`config.mk`:
```
export PLATFORM = sky130hd
export DESIGN_NAME = tsm_two_wire_master
export DESIGN_NICKNAME = d
export VERILOG_FILES = /design/src/tsm_pkg.sv /design/src/tsm_two_wire_master.sv
export VERILOG_INCLUDE_DIRS = /design/src
export SDC_FILE = /design/constraint.sdc
export NUM_CORES = 1
export LEC_CHECK = 0
export BUFFER_PORTS_ARGS = -buffer_cell sky130_fd_sc_hd__buf_4
export CORE_MARGIN = 2
export CORE_UTILIZATION = 55
export CTS_BUF_LIST = sky130_fd_sc_hd__clkbuf_2
export CTS_CLUSTER_SIZE = 16
export DETAILED_ROUTE_END_ITERATION = 6
export HOLD_SLACK_MARGIN = 0.02
export PLACE_DENSITY_LB_ADDON = 0.3
export SLEW_MARGIN = 20
export SYNTH_ARGS = -nofsm -noshare
export SYNTH_HDL_FRONTEND = slang
export SYNTH_SLANG_ARGS = --single-unit
```
`constraint.sdc`:
```
create_clock -name ref_clk -period 2.1 [get_ports ref_clk]
set_input_delay 0.42 -clock ref_clk [delete_from_list [all_inputs] [get_ports ref_clk]]
set_output_delay 0.42 -clock ref_clk [all_outputs]
set_load 0.02 [all_outputs]
```
`src/tsm_regs.svh`:
```
// register offsets, field positions, reset values and timing counts
// assumes a byte-addressed register port with 32-bit data words
`ifndef TSM_REGS_SVH
`define TSM_REGS_SVH
`define TSM_A_BEGIN_RX   12'h000
`define TSM_A_BEGIN_TX   12'h008
`define TSM_A_STOP       12'h014
`define TSM_A_EV_HALT    12'h104
`define TSM_A_EV_RCV     12'h108
`define TSM_A_EV_SENT    12'h11c
`define TSM_A_EV_ERR     12'h124
`define TSM_A_SHORTS     12'h200
`define TSM_A_ENABLE     12'h500
`define TSM_A_PSEL_SCL   12'h508
`define TSM_A_PSEL_SDA   12'h50c
`define TSM_A_RXD        12'h518
`define TSM_A_TXD        12'h51c
`define TSM_A_RATE       12'h524
`define TSM_A_ADDRESS    12'h588
`define TSM_EV_HALT      0
`define TSM_EV_RCV       1
`define TSM_EV_SENT      2
`define TSM_EV_ERR       3
`define TSM_PSEL_OFF_BIT 31
`define TSM_PSEL_RST     32'h80000000
`define TSM_SH_SENT_STOP 0
`define TSM_SH_RCV_STOP  1
`define TSM_LAST_BIT     4'h7
`define TSM_ACK_BIT      4'h8
`define TSM_CLK_HZ       100000000
`define TSM_STD_HZ       100000
`define TSM_FAST_HZ      400000
`define TSM_QTR(hz)      (`TSM_CLK_HZ / (4 * (hz)))
`endif

```
`src/tsm_pkg.sv`:
```
// types shared by the two-wire master
// assumes tsm_regs.svh supplies the numeric constants
package tsm_pkg;
	typedef enum logic [2:0] {
		ST_IDLE  = 3'b000,
		ST_START = 3'b001,
		ST_XFER  = 3'b010,
		ST_NEXT  = 3'b011,
		ST_STOP  = 3'b100
	} tsm_state_e;
	typedef logic [1:0] tsm_phase_t;
endpackage

```
`src/tsm_two_wire_master.sv`:
```
// two_wire_master: single-buffered byte engine for a two-wire bus
// assumes open-drain pads resolved outside, pins sampled asynchronously
//
// Added by the designer: the plain strobed port and the register offsets.
`timescale 1ns/1ns
`include "tsm_regs.svh"
module tsm_two_wire_master #(
	parameter int NPIN  = 4,
	parameter int PIN_W = 2
) (
	input  wire logic              ref_clk,   // core clock, 100 MHz
	input  wire logic              resetn,    // async reset, active low
	input  wire logic [11:0]       reg_addr,  // byte address
	input  wire logic [31:0]       reg_wdata, // write data
	input  wire logic              reg_we,    // write strobe
	input  wire logic              reg_re,    // read strobe
	output logic      [31:0]       reg_rdata, // read data, one cycle later
	input  wire logic [NPIN-1:0]   gpio_in,   // pad levels
	output logic      [NPIN-1:0]   gpio_out,  // pad output value, always low
	output logic      [NPIN-1:0]   gpio_oe    // pad pulled low when high
);
	localparam logic [7:0] Q_STD  = 8'(`TSM_QTR(`TSM_STD_HZ));
	localparam logic [7:0] Q_FAST = 8'(`TSM_QTR(`TSM_FAST_HZ));

	// refuse pin maps the select field cannot reach, at elaboration
	if (NPIN < 1 || NPIN > (1 << PIN_W) || PIN_W > 30) begin
		$error("tsm_two_wire_master: bad NPIN or PIN_W");
	end

	function automatic logic hit(input logic [11:0] a, input logic [11:0] o);
		hit = (a == o);
	endfunction

	// disconnected or unselected lines float high
	function automatic logic pin_level(input logic [NPIN-1:0] lv,
	                                   input logic [31:0] sel);
		pin_level = 1'b1;
		if (!sel[`TSM_PSEL_OFF_BIT] && 32'(sel[PIN_W-1:0]) < NPIN)
			pin_level = lv[sel[PIN_W-1:0]];
	endfunction

	logic [31:0]          psel_scl_q;
	logic [31:0]          psel_sda_q;
	logic                 enable_q;
	logic                 rate_q;
	logic [6:0]           address_q;
	logic [1:0]           shorts_q;
	logic [7:0]           tx_q;
	logic                 tx_full_q;
	logic [7:0]           rxd_q;
	logic                 rx_full_q;
	logic [3:0]           ev_q;
	logic                 stop_pend_q;
	logic                 start_pend_q;
	logic                 start_rx_q;
	logic [NPIN-1:0]      s1_q;
	logic [NPIN-1:0]      s2_q;
	logic [NPIN-1:0]      s3_q;
	logic [NPIN-1:0]      filt_q;
	logic [7:0]           div_q;
	logic                 tick;
	logic                 scl_in;
	logic                 sda_in;
	tsm_pkg::tsm_state_e  state_q;
	tsm_pkg::tsm_phase_t  ph_q;
	logic                 scl_lo_q;
	logic                 sda_lo_q;
	logic [7:0]           sh_q;
	logic [3:0]           bit_q;
	logic                 rx_q;
	logic                 addr_ph_q;
	logic                 nack_tx_q;
	logic [3:0]           ev_set_q;
	logic                 tx_take_q;
	logic                 rx_load_q;
	logic                 clr_stop_q;
	logic                 clr_start_q;
	logic                 rxdata;
	logic                 short_ok;

	// three-stage pin sampling; a change counts when stages two and three agree
	always_ff @(posedge ref_clk or negedge resetn) begin
		if (!resetn) begin
			s1_q   <= '1;
			s2_q   <= '1;
			s3_q   <= '1;
			filt_q <= '1;
		end else begin
			s1_q <= gpio_in;
			s2_q <= s1_q;
			s3_q <= s2_q;
			for (int i = 0; i < NPIN; i++) begin
				if (s2_q[i] == s3_q[i])
					filt_q[i] <= s3_q[i];
			end
		end
	end

	assign scl_in = pin_level(filt_q, psel_scl_q);
	assign sda_in = pin_level(filt_q, psel_sda_q);

	// quarter-bit divider; the rate bit picks standard or fast
	always_ff @(posedge ref_clk or negedge resetn) begin
		if (!resetn)
			div_q <= 8'h00;
		else if (!enable_q || div_q == 8'h00)
			div_q <= (rate_q ? Q_FAST : Q_STD) - 8'h01;
		else
			div_q <= div_q - 8'h01;
	end
	assign tick = enable_q && (div_q == 8'h00);

	// configuration registers; disabling clears nothing so software
	// must reprogram whatever another user may have left behind
	always_ff @(posedge ref_clk or negedge resetn) begin
		if (!resetn) begin
			enable_q   <= 1'b0;
			rate_q     <= 1'b0;
			address_q  <= 7'h00;
			shorts_q   <= 2'h0;
			psel_scl_q <= `TSM_PSEL_RST;
			psel_sda_q <= `TSM_PSEL_RST;
		end else if (reg_we) begin
			if (hit(reg_addr, `TSM_A_ENABLE))
				enable_q <= reg_wdata[0];
			if (hit(reg_addr, `TSM_A_RATE))
				rate_q <= reg_wdata[0];
			if (hit(reg_addr, `TSM_A_ADDRESS))
				address_q <= reg_wdata[6:0];
			if (hit(reg_addr, `TSM_A_SHORTS))
				shorts_q <= reg_wdata[1:0];
			if (hit(reg_addr, `TSM_A_PSEL_SCL))
				psel_scl_q <= reg_wdata;
			if (hit(reg_addr, `TSM_A_PSEL_SDA))
				psel_sda_q <= reg_wdata;
		end
	end

	// single-byte transmit holder, freed when the engine takes it
	always_ff @(posedge ref_clk or negedge resetn) begin
		if (!resetn) begin
			tx_q      <= 8'h00;
			tx_full_q <= 1'b0;
		end else if (reg_we && hit(reg_addr, `TSM_A_TXD)) begin
			tx_q      <= reg_wdata[7:0];
			tx_full_q <= 1'b1;
		end else if (tx_take_q) begin
			tx_full_q <= 1'b0;
		end
	end

	// receive full flag: a read frees it, a new byte wins over the read
	always_ff @(posedge ref_clk or negedge resetn) begin
		if (!resetn)
			rx_full_q <= 1'b0;
		else if (rx_load_q)
			rx_full_q <= 1'b1;
		else if (reg_re && hit(reg_addr, `TSM_A_RXD))
			rx_full_q <= 1'b0;
	end

	// both stop shortcuts on at once is treated as none
	assign short_ok = (shorts_q != 2'h3);

	// pending tasks; a task in the cycle of its clear still counts
	always_ff @(posedge ref_clk or negedge resetn) begin
		if (!resetn) begin
			stop_pend_q  <= 1'b0;
			start_pend_q <= 1'b0;
			start_rx_q   <= 1'b0;
		end else begin
			if (reg_we && reg_wdata[0] && hit(reg_addr, `TSM_A_STOP))
				stop_pend_q <= 1'b1;
			else if (short_ok && ev_set_q[`TSM_EV_SENT] &&
			         shorts_q[`TSM_SH_SENT_STOP])
				stop_pend_q <= 1'b1;
			else if (short_ok && ev_set_q[`TSM_EV_RCV] &&
			         shorts_q[`TSM_SH_RCV_STOP])
				stop_pend_q <= 1'b1;
			else if (clr_stop_q || !enable_q)
				stop_pend_q <= 1'b0;
			if (reg_we && reg_wdata[0] && hit(reg_addr, `TSM_A_BEGIN_RX)) begin
				start_pend_q <= 1'b1;
				start_rx_q   <= 1'b1;
			end else if (reg_we && reg_wdata[0] &&
			             hit(reg_addr, `TSM_A_BEGIN_TX)) begin
				start_pend_q <= 1'b1;
				start_rx_q   <= 1'b0;
			end else if (clr_start_q || !enable_q) begin
				start_pend_q <= 1'b0;
			end
		end
	end

	// sticky events, cleared by writing zero; a set in the same cycle wins
	always_ff @(posedge ref_clk or negedge resetn) begin
		if (!resetn) begin
			ev_q <= 4'h0;
		end else begin
			for (int i = 0; i < 4; i++) begin
				if (ev_set_q[i])
					ev_q[i] <= 1'b1;
				else if (reg_we && !reg_wdata[0] &&
				         ((i == `TSM_EV_HALT && hit(reg_addr, `TSM_A_EV_HALT)) ||
				          (i == `TSM_EV_RCV  && hit(reg_addr, `TSM_A_EV_RCV)) ||
				          (i == `TSM_EV_SENT && hit(reg_addr, `TSM_A_EV_SENT)) ||
				          (i == `TSM_EV_ERR  && hit(reg_addr, `TSM_A_EV_ERR))))
					ev_q[i] <= 1'b0;
			end
		end
	end

	// read port: data stand only in the cycle after the strobe
	always_ff @(posedge ref_clk or negedge resetn) begin
		if (!resetn) begin
			reg_rdata <= 32'h00000000;
		end else if (!reg_re) begin
			reg_rdata <= 32'h00000000;
		end else begin
			case (reg_addr)
			`TSM_A_EV_HALT:  reg_rdata <= {31'h0, ev_q[`TSM_EV_HALT]};
			`TSM_A_EV_RCV:   reg_rdata <= {31'h0, ev_q[`TSM_EV_RCV]};
			`TSM_A_EV_SENT:  reg_rdata <= {31'h0, ev_q[`TSM_EV_SENT]};
			`TSM_A_EV_ERR:   reg_rdata <= {31'h0, ev_q[`TSM_EV_ERR]};
			`TSM_A_SHORTS:   reg_rdata <= {30'h0, shorts_q};
			`TSM_A_ENABLE:   reg_rdata <= {31'h0, enable_q};
			`TSM_A_PSEL_SCL: reg_rdata <= psel_scl_q;
			`TSM_A_PSEL_SDA: reg_rdata <= psel_sda_q;
			`TSM_A_RXD:      reg_rdata <= {24'h0, rxd_q};
			`TSM_A_TXD:      reg_rdata <= {24'h0, tx_q};
			`TSM_A_RATE:     reg_rdata <= {31'h0, rate_q};
			`TSM_A_ADDRESS:  reg_rdata <= {25'h0, address_q};
			default:         reg_rdata <= 32'h00000000;
			endcase
		end
	end

	assign rxdata = rx_q && !addr_ph_q;

	// bus engine: four quarters per bit, scl low in quarters 0-1;
	// the engine never looks for other masters on the wire
	always_ff @(posedge ref_clk or negedge resetn) begin
		if (!resetn) begin
			state_q     <= tsm_pkg::ST_IDLE;
			ph_q        <= 2'h0;
			scl_lo_q    <= 1'b0;
			sda_lo_q    <= 1'b0;
			sh_q        <= 8'h00;
			bit_q       <= 4'h0;
			rx_q        <= 1'b0;
			addr_ph_q   <= 1'b0;
			nack_tx_q   <= 1'b0;
			rxd_q       <= 8'h00;
			ev_set_q    <= 4'h0;
			tx_take_q   <= 1'b0;
			rx_load_q   <= 1'b0;
			clr_stop_q  <= 1'b0;
			clr_start_q <= 1'b0;
		end else begin
			ev_set_q    <= 4'h0;
			tx_take_q   <= 1'b0;
			rx_load_q   <= 1'b0;
			clr_stop_q  <= 1'b0;
			clr_start_q <= 1'b0;
			if (!enable_q) begin
				state_q  <= tsm_pkg::ST_IDLE;
				ph_q     <= 2'h0;
				scl_lo_q <= 1'b0;
				sda_lo_q <= 1'b0;
			end else if (tick) begin
				case (state_q)
				tsm_pkg::ST_IDLE: begin
					if (start_pend_q) begin
						state_q     <= tsm_pkg::ST_START;
						ph_q        <= 2'h0;
						rx_q        <= start_rx_q;
						clr_start_q <= 1'b1;
					end else if (stop_pend_q) begin
						clr_stop_q <= 1'b1;
						ev_set_q[`TSM_EV_HALT] <= 1'b1;
					end
				end
				tsm_pkg::ST_START: begin
					case (ph_q)
					2'h0: begin
						sda_lo_q <= 1'b0;
						ph_q     <= 2'h1;
					end
					2'h1: begin
						scl_lo_q <= 1'b0;
						ph_q     <= 2'h2;
					end
					2'h2: begin
						if (scl_in) begin
							sda_lo_q <= 1'b1;
							ph_q     <= 2'h3;
						end
					end
					default: begin
						scl_lo_q  <= 1'b1;
						sh_q      <= {address_q, rx_q};
						bit_q     <= 4'h0;
						addr_ph_q <= 1'b1;
						state_q   <= tsm_pkg::ST_XFER;
						ph_q      <= 2'h0;
					end
					endcase
				end
				tsm_pkg::ST_XFER: begin
					case (ph_q)
					2'h0: begin
						if (bit_q == `TSM_ACK_BIT && rxdata) begin
							if (!rx_full_q) begin
								sda_lo_q  <= !(stop_pend_q || start_pend_q);
								nack_tx_q <= stop_pend_q || start_pend_q;
								ph_q      <= 2'h1;
							end
						end else begin
							sda_lo_q <= (bit_q != `TSM_ACK_BIT) && !rxdata &&
							            !sh_q[7];
							ph_q     <= 2'h1;
						end
					end
					2'h1: begin
						scl_lo_q <= 1'b0;
						ph_q     <= 2'h2;
					end
					2'h2: begin
						if (scl_in)
							ph_q <= 2'h3;
					end
					default: begin
						scl_lo_q <= 1'b1;
						ph_q     <= 2'h0;
						if (bit_q != `TSM_ACK_BIT) begin
							sh_q  <= {sh_q[6:0], sda_in};
							bit_q <= bit_q + 4'h1;
							if (bit_q == `TSM_LAST_BIT && rxdata) begin
								rxd_q     <= {sh_q[6:0], sda_in};
								rx_load_q <= 1'b1;
								ev_set_q[`TSM_EV_RCV] <= 1'b1;
							end
						end else begin
							if (!rxdata && sda_in)
								ev_set_q[`TSM_EV_ERR] <= 1'b1;
							if (!rx_q && !addr_ph_q)
								ev_set_q[`TSM_EV_SENT] <= 1'b1;
							state_q <= tsm_pkg::ST_NEXT;
						end
					end
					endcase
				end
				tsm_pkg::ST_NEXT: begin
					// scl stays low here until there is work to do
					if (rxdata && !nack_tx_q) begin
						state_q <= tsm_pkg::ST_XFER;
						bit_q   <= 4'h0;
					end else if (stop_pend_q) begin
						state_q   <= tsm_pkg::ST_STOP;
						nack_tx_q <= 1'b0;
					end else if (start_pend_q) begin
						state_q     <= tsm_pkg::ST_START;
						rx_q        <= start_rx_q;
						clr_start_q <= 1'b1;
						nack_tx_q   <= 1'b0;
					end else if (rx_q && addr_ph_q) begin
						state_q   <= tsm_pkg::ST_XFER;
						addr_ph_q <= 1'b0;
						bit_q     <= 4'h0;
					end else if (!rx_q && tx_full_q) begin
						sh_q      <= tx_q;
						tx_take_q <= 1'b1;
						addr_ph_q <= 1'b0;
						bit_q     <= 4'h0;
						state_q   <= tsm_pkg::ST_XFER;
					end
					ph_q <= 2'h0;
				end
				tsm_pkg::ST_STOP: begin
					case (ph_q)
					2'h0: begin
						sda_lo_q <= 1'b1;
						ph_q     <= 2'h1;
					end
					2'h1: begin
						scl_lo_q <= 1'b0;
						ph_q     <= 2'h2;
					end
					2'h2: begin
						if (scl_in)
							ph_q <= 2'h3;
					end
					default: begin
						sda_lo_q   <= 1'b0;
						clr_stop_q <= 1'b1;
						ev_set_q[`TSM_EV_HALT] <= 1'b1;
						state_q    <= tsm_pkg::ST_IDLE;
						ph_q       <= 2'h0;
					end
					endcase
				end
				default: begin
					state_q <= tsm_pkg::ST_IDLE;
					ph_q    <= 2'h0;
				end
				endcase
			end
		end
	end

	// pad drive; a selected pin is pulled low only while enabled
	always_ff @(posedge ref_clk or negedge resetn) begin
		if (!resetn) begin
			gpio_oe  <= '0;
			gpio_out <= '0;
		end else begin
			gpio_out <= '0;
			for (int p = 0; p < NPIN; p++) begin
				gpio_oe[p] <= enable_q && (
				  (scl_lo_q && !psel_scl_q[`TSM_PSEL_OFF_BIT] &&
				   32'(psel_scl_q[PIN_W-1:0]) == p) ||
				  (sda_lo_q && !psel_sda_q[`TSM_PSEL_OFF_BIT] &&
				   32'(psel_sda_q[PIN_W-1:0]) == p));
			end
		end
	end
endmodule

```
==> results.toml, run 1 <==
[clock_network]
insertion_delay_ns = 0.77
clk_pin_slew_ns = 0.25
cts_root_buffer = "clkbuf_2"
cts_made_buffers = 17
cts_max_level = 4
cts_max_path_buffers = 2
clkSinkCount = 188
cts_tree = "yes"

[worst_setup_path]
startpoint = "psel_scl_q[0]"
crit_required_ns = 2.77
startpoint_type = "flip-flop"
crit_arrival_ns = 2.77
endpoint_kind = "flip-flop"
critical_path.max_fanout = 2
rr_startpoint = "psel_scl_q[0]"
crit_type = "flip-flop to flip-flop"

[floorplanning]
die_h_um = 128
fp.dieArea_um2 = 16400
rows = 45
chipWidth_um = 128
ios = 92
core_area_um2 = 15100
initial_utilization_pct = 56.0

[detailed_routing]
viasPerCell = 5.87
drcViolationCount = 0
drtAntennaViolNets = 0
vias = 6618
dr.first_iter.drc_count = 420
wl_per_cell_um = 19.0
drt-pass1-iter-count = 5
wirelength_mm = 21.4

[hold_path]
hold_start = "reg_addr[11]"
hold_class = "primary input to flip-flop"

[logic_synthesis]
synthFlopType = "dfrtp_1"
synthArstFlopShare_pct = 100
synth_area_um2 = 8490
synth-seq-area-share_pct = 55.7
synth_cell_types = 68
yosys.area.top_type = "dfrtp_1"
synth_top_area_share_pct = 50.1
synthesis.instances = 721
syn_area_per_cell_um2 = 11.8
synth.area.top_cells = "dfrtp_1 50%, mux2_2 8.5%, dfstp_2 5.6%"
synth_edf_count = 0
yosysWarnings = 0
ys_seq_elements = 188

[power]
p_int_w = 0.00445
power_density_nw_per_um2 = 549
p_comb_share_pct = 6.6
clkPwrFrac_pct = 30.9
net-switching-power_w = 0.00146
sw_frac_of_total_pct = 24.7
ir_drop_v = 0.000398
p_leak_nw = 5.02
power_frac_seq_pct = 62.5
finalPower_w = 0.00591

[cells_and_area]
fin_nets = 984
syn2layout_area_growth_pct = 26.7
layout-drive-gt1-share_pct = 34.9
fin_util_pct = 71.0

[sta]
tightestPinTransition_ns = 0.500
rsz0062_at_grt = "true"
fin_skew_ns = 0.0383
slew-limit-headroom_pct = 66.6
setup_viol = 0
period_needed_ns = 2.09
slew_violations = 0
fin_crit_sh_pct = 99.7
hold_violations = 0
fmax_mhz = 478

[global_routing]
grt_max_degree = 49
antenna_found_initial = 1
grt_pass1_vias = 6878
grt_first_pass_wirelength_mm = 34.8
grtUsageTotal_pct = 27.2
grt_overflow = 0

[placement]
port_buffers = 87
gp_congestion = 0.929
hpwlAfterDp_mm = 15.3

[run_status]
status = "finished, final reports clean"

[job]
cap_violations = 0
[registers in the layout, summed over array words and instances (netlist names), 2 cells and up]
register    count
ph_q            2
div_q           8
filt_q          4
psel_sda_q     32
ev_q            4
bit_q           4
s3_q            4
address_q       7
state_q         3
s1_q            4
gpio_oe         4
reg_rdata      32
rxd_q           8
s2_q            4
ev_set_q        4
tx_q            8
psel_scl_q     32
shorts_q        2
sh_q            8
[per-stage QoR]
step | instance area (um2) | std cells | setup TNS [ns] | setup WS (ns) | hold WS [ns]
3_5_place_dp | 9990 | 1046 | -8.20 | -0.227 | 0.345
5_1_grt | 10800 | 1127 | -0.185 | -0.0736 | 0.0898
4_1_cts | 10700 | 1119 | 0 | 0.00659 | 0.0334
3_3_place_gp | 9990 | 1046 | -5.75 | -0.164 | 0.338
6_report | 10800 | 1127 | 0 | 0.00612 | 0.116
2_1_floorplan | 8530 | 724 | 0 | 0.00197 | 0.124
[synth_stat cells (6+ instances only)]
cell type,n
a21o_1,6
a21oi_1,15
a22oi_1,36
a31oi_1,8
buf_2,16
clkbuf_1,18
dfrtp_1,170
dfstp_2,18
ha_1,7
inv_1,16
mux2_1,32
mux2_2,64
mux2i_1,11
nand2_1,51
nand2b_1,8
nand3_1,17
nand4_1,10
nor2_1,57
nor2b_1,9
nor3_1,11
nor3b_1,7
nor4_1,7
o21ai_0,25
o31ai_1,7
or4_1,6
[repair_timing]
item	in CTS	in global routing
endpoints found under the setup margin	6	20
hold endpoints to repair	273	9
hold buffers	41	1
pin swaps	0	3
resized for setup	5	13
buffers inserted	0	6
[critical path, cell delays in order, from the launching register on]
cell     delay (ns)
dfrtp_1        0.43
mux4_2         0.51
or4b_4         0.51
o22ai_2        0.19
mux2_2         0.36
[area by class of cell]
class	instances	area, um2
Sequential cell	188	4730
Fill cell	1066	4390
Multi-Input combinational cell	480	3620
Timing Repair Buffer	222	1870
Tap cell	188	235
Clock inverter	11	131
Clock buffer	21	105
Inverter	16	60.1
Antenna cell	1	2.50
[power by group through the flow]
stage | registers [W] | clock network (W) | logic, W
finish | 0.00369 | 0.00183 | 0.000390
CTS | 0.00369 | 0.00187 | 0.000390
floorplan | 0.00374 | 0 | 0.0000854
global placement | 0.00375 | 0 | 0.000320
detailed placement | 0.00375 | 0 | 0.000328
global route | 0.00370 | 0.00204 | 0.000428
[layout by cell type (no fill, tap or decap), drive strengths merged, types with 7 or more instances in the layout]
cell           n
ha             7
clkbuf        22
nand2         53
mux2i         11
o31ai          7
nor4          11
a21oi         15
nand2b         8
nor3b          7
nor2          57
mux2          96
o21ai         25
nand3         18
a22oi         36
nor3          14
inv           21
buf          179
a31oi          8
dfstp         18
nand4         10
nor2b          9
dlygate4sd3   42
dfrtp        170
[per-layer routing]
layer / track usage (%) / vias to the layer above / wire length (um)
li1: - / 3037 / -
met1: 37.0 / 3309 / 9200
met2: 43.9 / 226 / 10600
met3: 5.18 / 46 / 1080
met4: 10.0 / 0 / 468
met5: 0 / - / 0
[cell families after synthesis]
logic type | after synthesis | share of synthesized area, %
other cells | 1 | 0.0442
xor+xnor | 5 | 0.516
mux | 109 | 14.6
compound gates | 125 | 10.0
flops | 188 | 55.7
fa+ha+maj | 11 | 1.50
simple gates | 226 | 14.7
buf+inv | 56 | 2.93
[path summary, 6_finish.rpt]
kind	slack, ns	to	cells after the start
worst min-delay path	0.12	stop_pend_q	5
worst min register to register	0.37	s2_q[0]	0
min in group asynchronous	0.62	bit_q[2]	3
max in group asynchronous	0.75	psel_sda_q[31]	4
worst max-delay path	0.006	ph_q[0]	4
worst max register to register	0.006	ph_q[0]	4
Power figures use the tool's default switching activity.
==> inputs of run 2 (changes only) <==
--- a/config.mk
+++ b/config.mk
@@ -8,7 +8,7 @@
 export LEC_CHECK = 0
 export BUFFER_PORTS_ARGS = -buffer_cell sky130_fd_sc_hd__buf_4
 export CORE_MARGIN = 2
-export CORE_UTILIZATION = 55
+export CORE_UTILIZATION = 60
 export CTS_BUF_LIST = sky130_fd_sc_hd__clkbuf_2
 export CTS_CLUSTER_SIZE = 16
 export DETAILED_ROUTE_END_ITERATION = 6
==> constraint.sdc (replaced) <==
create_clock -name ref_clk -period 2 [get_ports ref_clk]
set_input_delay 0.4 -clock ref_clk [delete_from_list [all_inputs] [get_ports ref_clk]]
set_output_delay 0.4 -clock ref_clk [all_outputs]
set_load 0.02 [all_outputs]
==> run 2 against run 1 <==
  * Critical path type unchanged
  * Clock skew rose by 0.00091 ns
  * Power increased by 2.3%
  * Maximum frequency shrank 3.1%
  * Via count is 3.2% higher
  * Sequential power is 5% higher
  * Worst hold slack worse by 0.034 ns
  * Cell area increased by 2.0%
  * The flow now finishes with violations (negative setup slack)
  * Register-to-register slack lost 0.17 ns
  * Global-route usage increased by 4.4 points
  * Highest routed layer unchanged
==> results.toml, run 2 (synthesized netlist as in run 1, its figures left out) <==
[run_status]
status = "finished with violations"
violations = "negative setup slack"

[clock_network]
clk_pin_slew_ns = 0.28
cts_max_path_buffers = 2
cts_root_buffer = "clkbuf_2"
insertion_delay_ns = 0.78
cts_tree = "yes"
cts_max_level = 4
clkSinkCount = 188
cts_made_buffers = 17

[cells_and_area]
final_common_cell = "buf_4"
multi_input_area_um2 = 3840
layout-drive-gt1-share_pct = 39.2
reg_top3 = "psel_scl_q: 32 flops, psel_sda_q: 32 flops, reg_rdata: 32 flops"
postLayoutCellArea_um2 = 11000
syn2layout_area_growth_pct = 29.3
final_cell_mix = "173 x buf_4, 165 x dfrtp_1, 57 x nor2_1"
seqCellArea_um2 = 4730
fillers = 822
fin_nets = 987

[detailed_routing]
highest_layer = "met4"
drt-pass1-iter-count = 7
drt-met1-wl_mm = 9.37
wl_per_cell_um = 20.5
dr_wl_met2_mm = 11.7
dr.first_iter.drc_count = 608
wirelength_mm = 23.0
met3WireLength_mm = 1.42
drcViolationCount = 0
drtAntennaViolNets = 0
vias = 6830
viasPerCell = 6.09

[power]
ir_drop_v = 0.000932
power_density_nw_per_um2 = 551
p_leak_nw = 5.12

[worst_setup_path]
path_cells = "mux4_2 -> or4b_4 -> buf_4 -> nor3_4 -> or4_1 -> nand3_1"
crit_type = "flip-flop to flip-flop"
cp_slowest_cell = "mux4_2"
crit_arrival_ns = 2.82
critical_path.max_fanout = 2
crit_required_ns = 2.66
max_stage_delay_ns = 0.54
endpoint_kind = "flip-flop"
startpoint_type = "flip-flop"

[sta]
fin_crit_sh_pct = 108
whs_ns = 0.0827
hold_violations = 0
rsz0062_at_grt = "true"
slew-limit-headroom_pct = 39.2
fin_tns_setup_ns = -0.570
fmax_mhz = 463
tightestPinTransition_ns = 0.908
slew_violations = 0
fin_skew_ns = 0.0392
layout_setup_ws_ns = -0.161
period_needed_ns = 2.16
setup_viol = 6

[floorplanning]
core_area_um2 = 13800
chipWidth_um = 123
rows = 43
ios = 92
fp.dieArea_um2 = 15100
die_h_um = 123
initial_utilization_pct = 61.4

[global_routing]
grt_pass1_vias = 6972
grtUsageTotal_pct = 31.6
grt_max_degree = 80
grt_first_pass_wirelength_mm = 35.9
grt_overflow = 0
antenna_found_initial = 1

[job]
cap_violations = 0

[placement]
hpwlAfterDp_mm = 15.3
dpl-instance-area_um2 = 10100
gp_congestion = 0.965
port_buffers = 87

[hold_path]
hold_class = "primary input to flip-flop"
run 2: cell count changes in the layout (fill, tap and decap cells not counted), sizes merged:
cell,change
dlygate4sd3,-2
clkinv,+1
buf,+6
bufinv,-2
clkbuf,-3
clkinvlp,-2
inv,+5
run 2: per-layer routing:
| layer | vias to the layer above | GRT usage, % |
|---|---|---|
| met4 | 0 | 11.4 |
| met5 | - | 0 |
| met3 | 54 | 6.50 |
| li1 | 3053 | - |
| met2 | 270 | 52.9 |
| met1 | 3453 | 41.2 |
run 2: final timing paths:
check | startpoint | to | slack, ns | cells after the start
worst max register to register | psel_scl_q[0] | sda_lo_q | -0.16 | 6
max in group asynchronous | resetn | bit_q[2] | 0.51 | 3
worst min register to register | s1_q[1] | s2_q[1] | 0.37 | 0
worst max-delay path | psel_scl_q[0] | sda_lo_q | -0.16 | 6
worst min-delay path | reg_addr[7] | stop_pend_q | 0.08 | 5
min in group asynchronous | resetn | filt_q[0] | 0.16 | 2
run 2: worst max-delay path: cells and delay by family (launching register included):
family / cells / cell delay [ns]
buffers and inverters: 1 / 0.17
AND/OR/NAND/NOR: 4 / 0.88
flip-flops: 1 / 0.47
multiplexers: 1 / 0.54
run 2: report_power, final:
part / internal, W / total (W) / leakage, nW / switching [W]
clock: 0.000374 / 0.00174 / 0.139 / 0.00137
combinational: 0.000208 / 0.000424 / 2.47 / 0.000216
sequential: 0.00386 / 0.00388 / 2.52 / 0.0000185
total: 0.00444 / 0.00604 / 5.12 / 0.00160
run 2: timing repair:
action,CTS,global route
setup endpoints to repair,8,27
pin swaps,1,9
gates resized for setup,11,35
buffers inserted,2,11
hold buffers,40,0
endpoints found under the hold margin,272,0
run 2: metrics by stage:
stage / total power (W) / setup slack, ns / instances / util, %
3_3_place_gp: 0.00427 / -0.248 / 1036 / 72.9
2_1_floorplan: 0.00403 / -0.0476 / 724 / -
6_report: 0.00604 / -0.161 / 1122 / 79.3
3_5_place_dp: 0.00429 / -0.325 / 1036 / 72.9
5_1_grt: 0.00628 / -0.209 / 1122 / 79.3
4_1_cts: 0.00606 / -0.147 / 1110 / 77.7
run 2: final cells by class:
cell class	instances	share of cell area (%)
multi-input cells	480	35.0
clock buffers	19	0.867
diodes	1	0.0228
clock inverters	13	0.947
repair buffers	225	17.4
flip-flops and latches	188	43.1
inverters	16	0.547
well taps	180	2.05
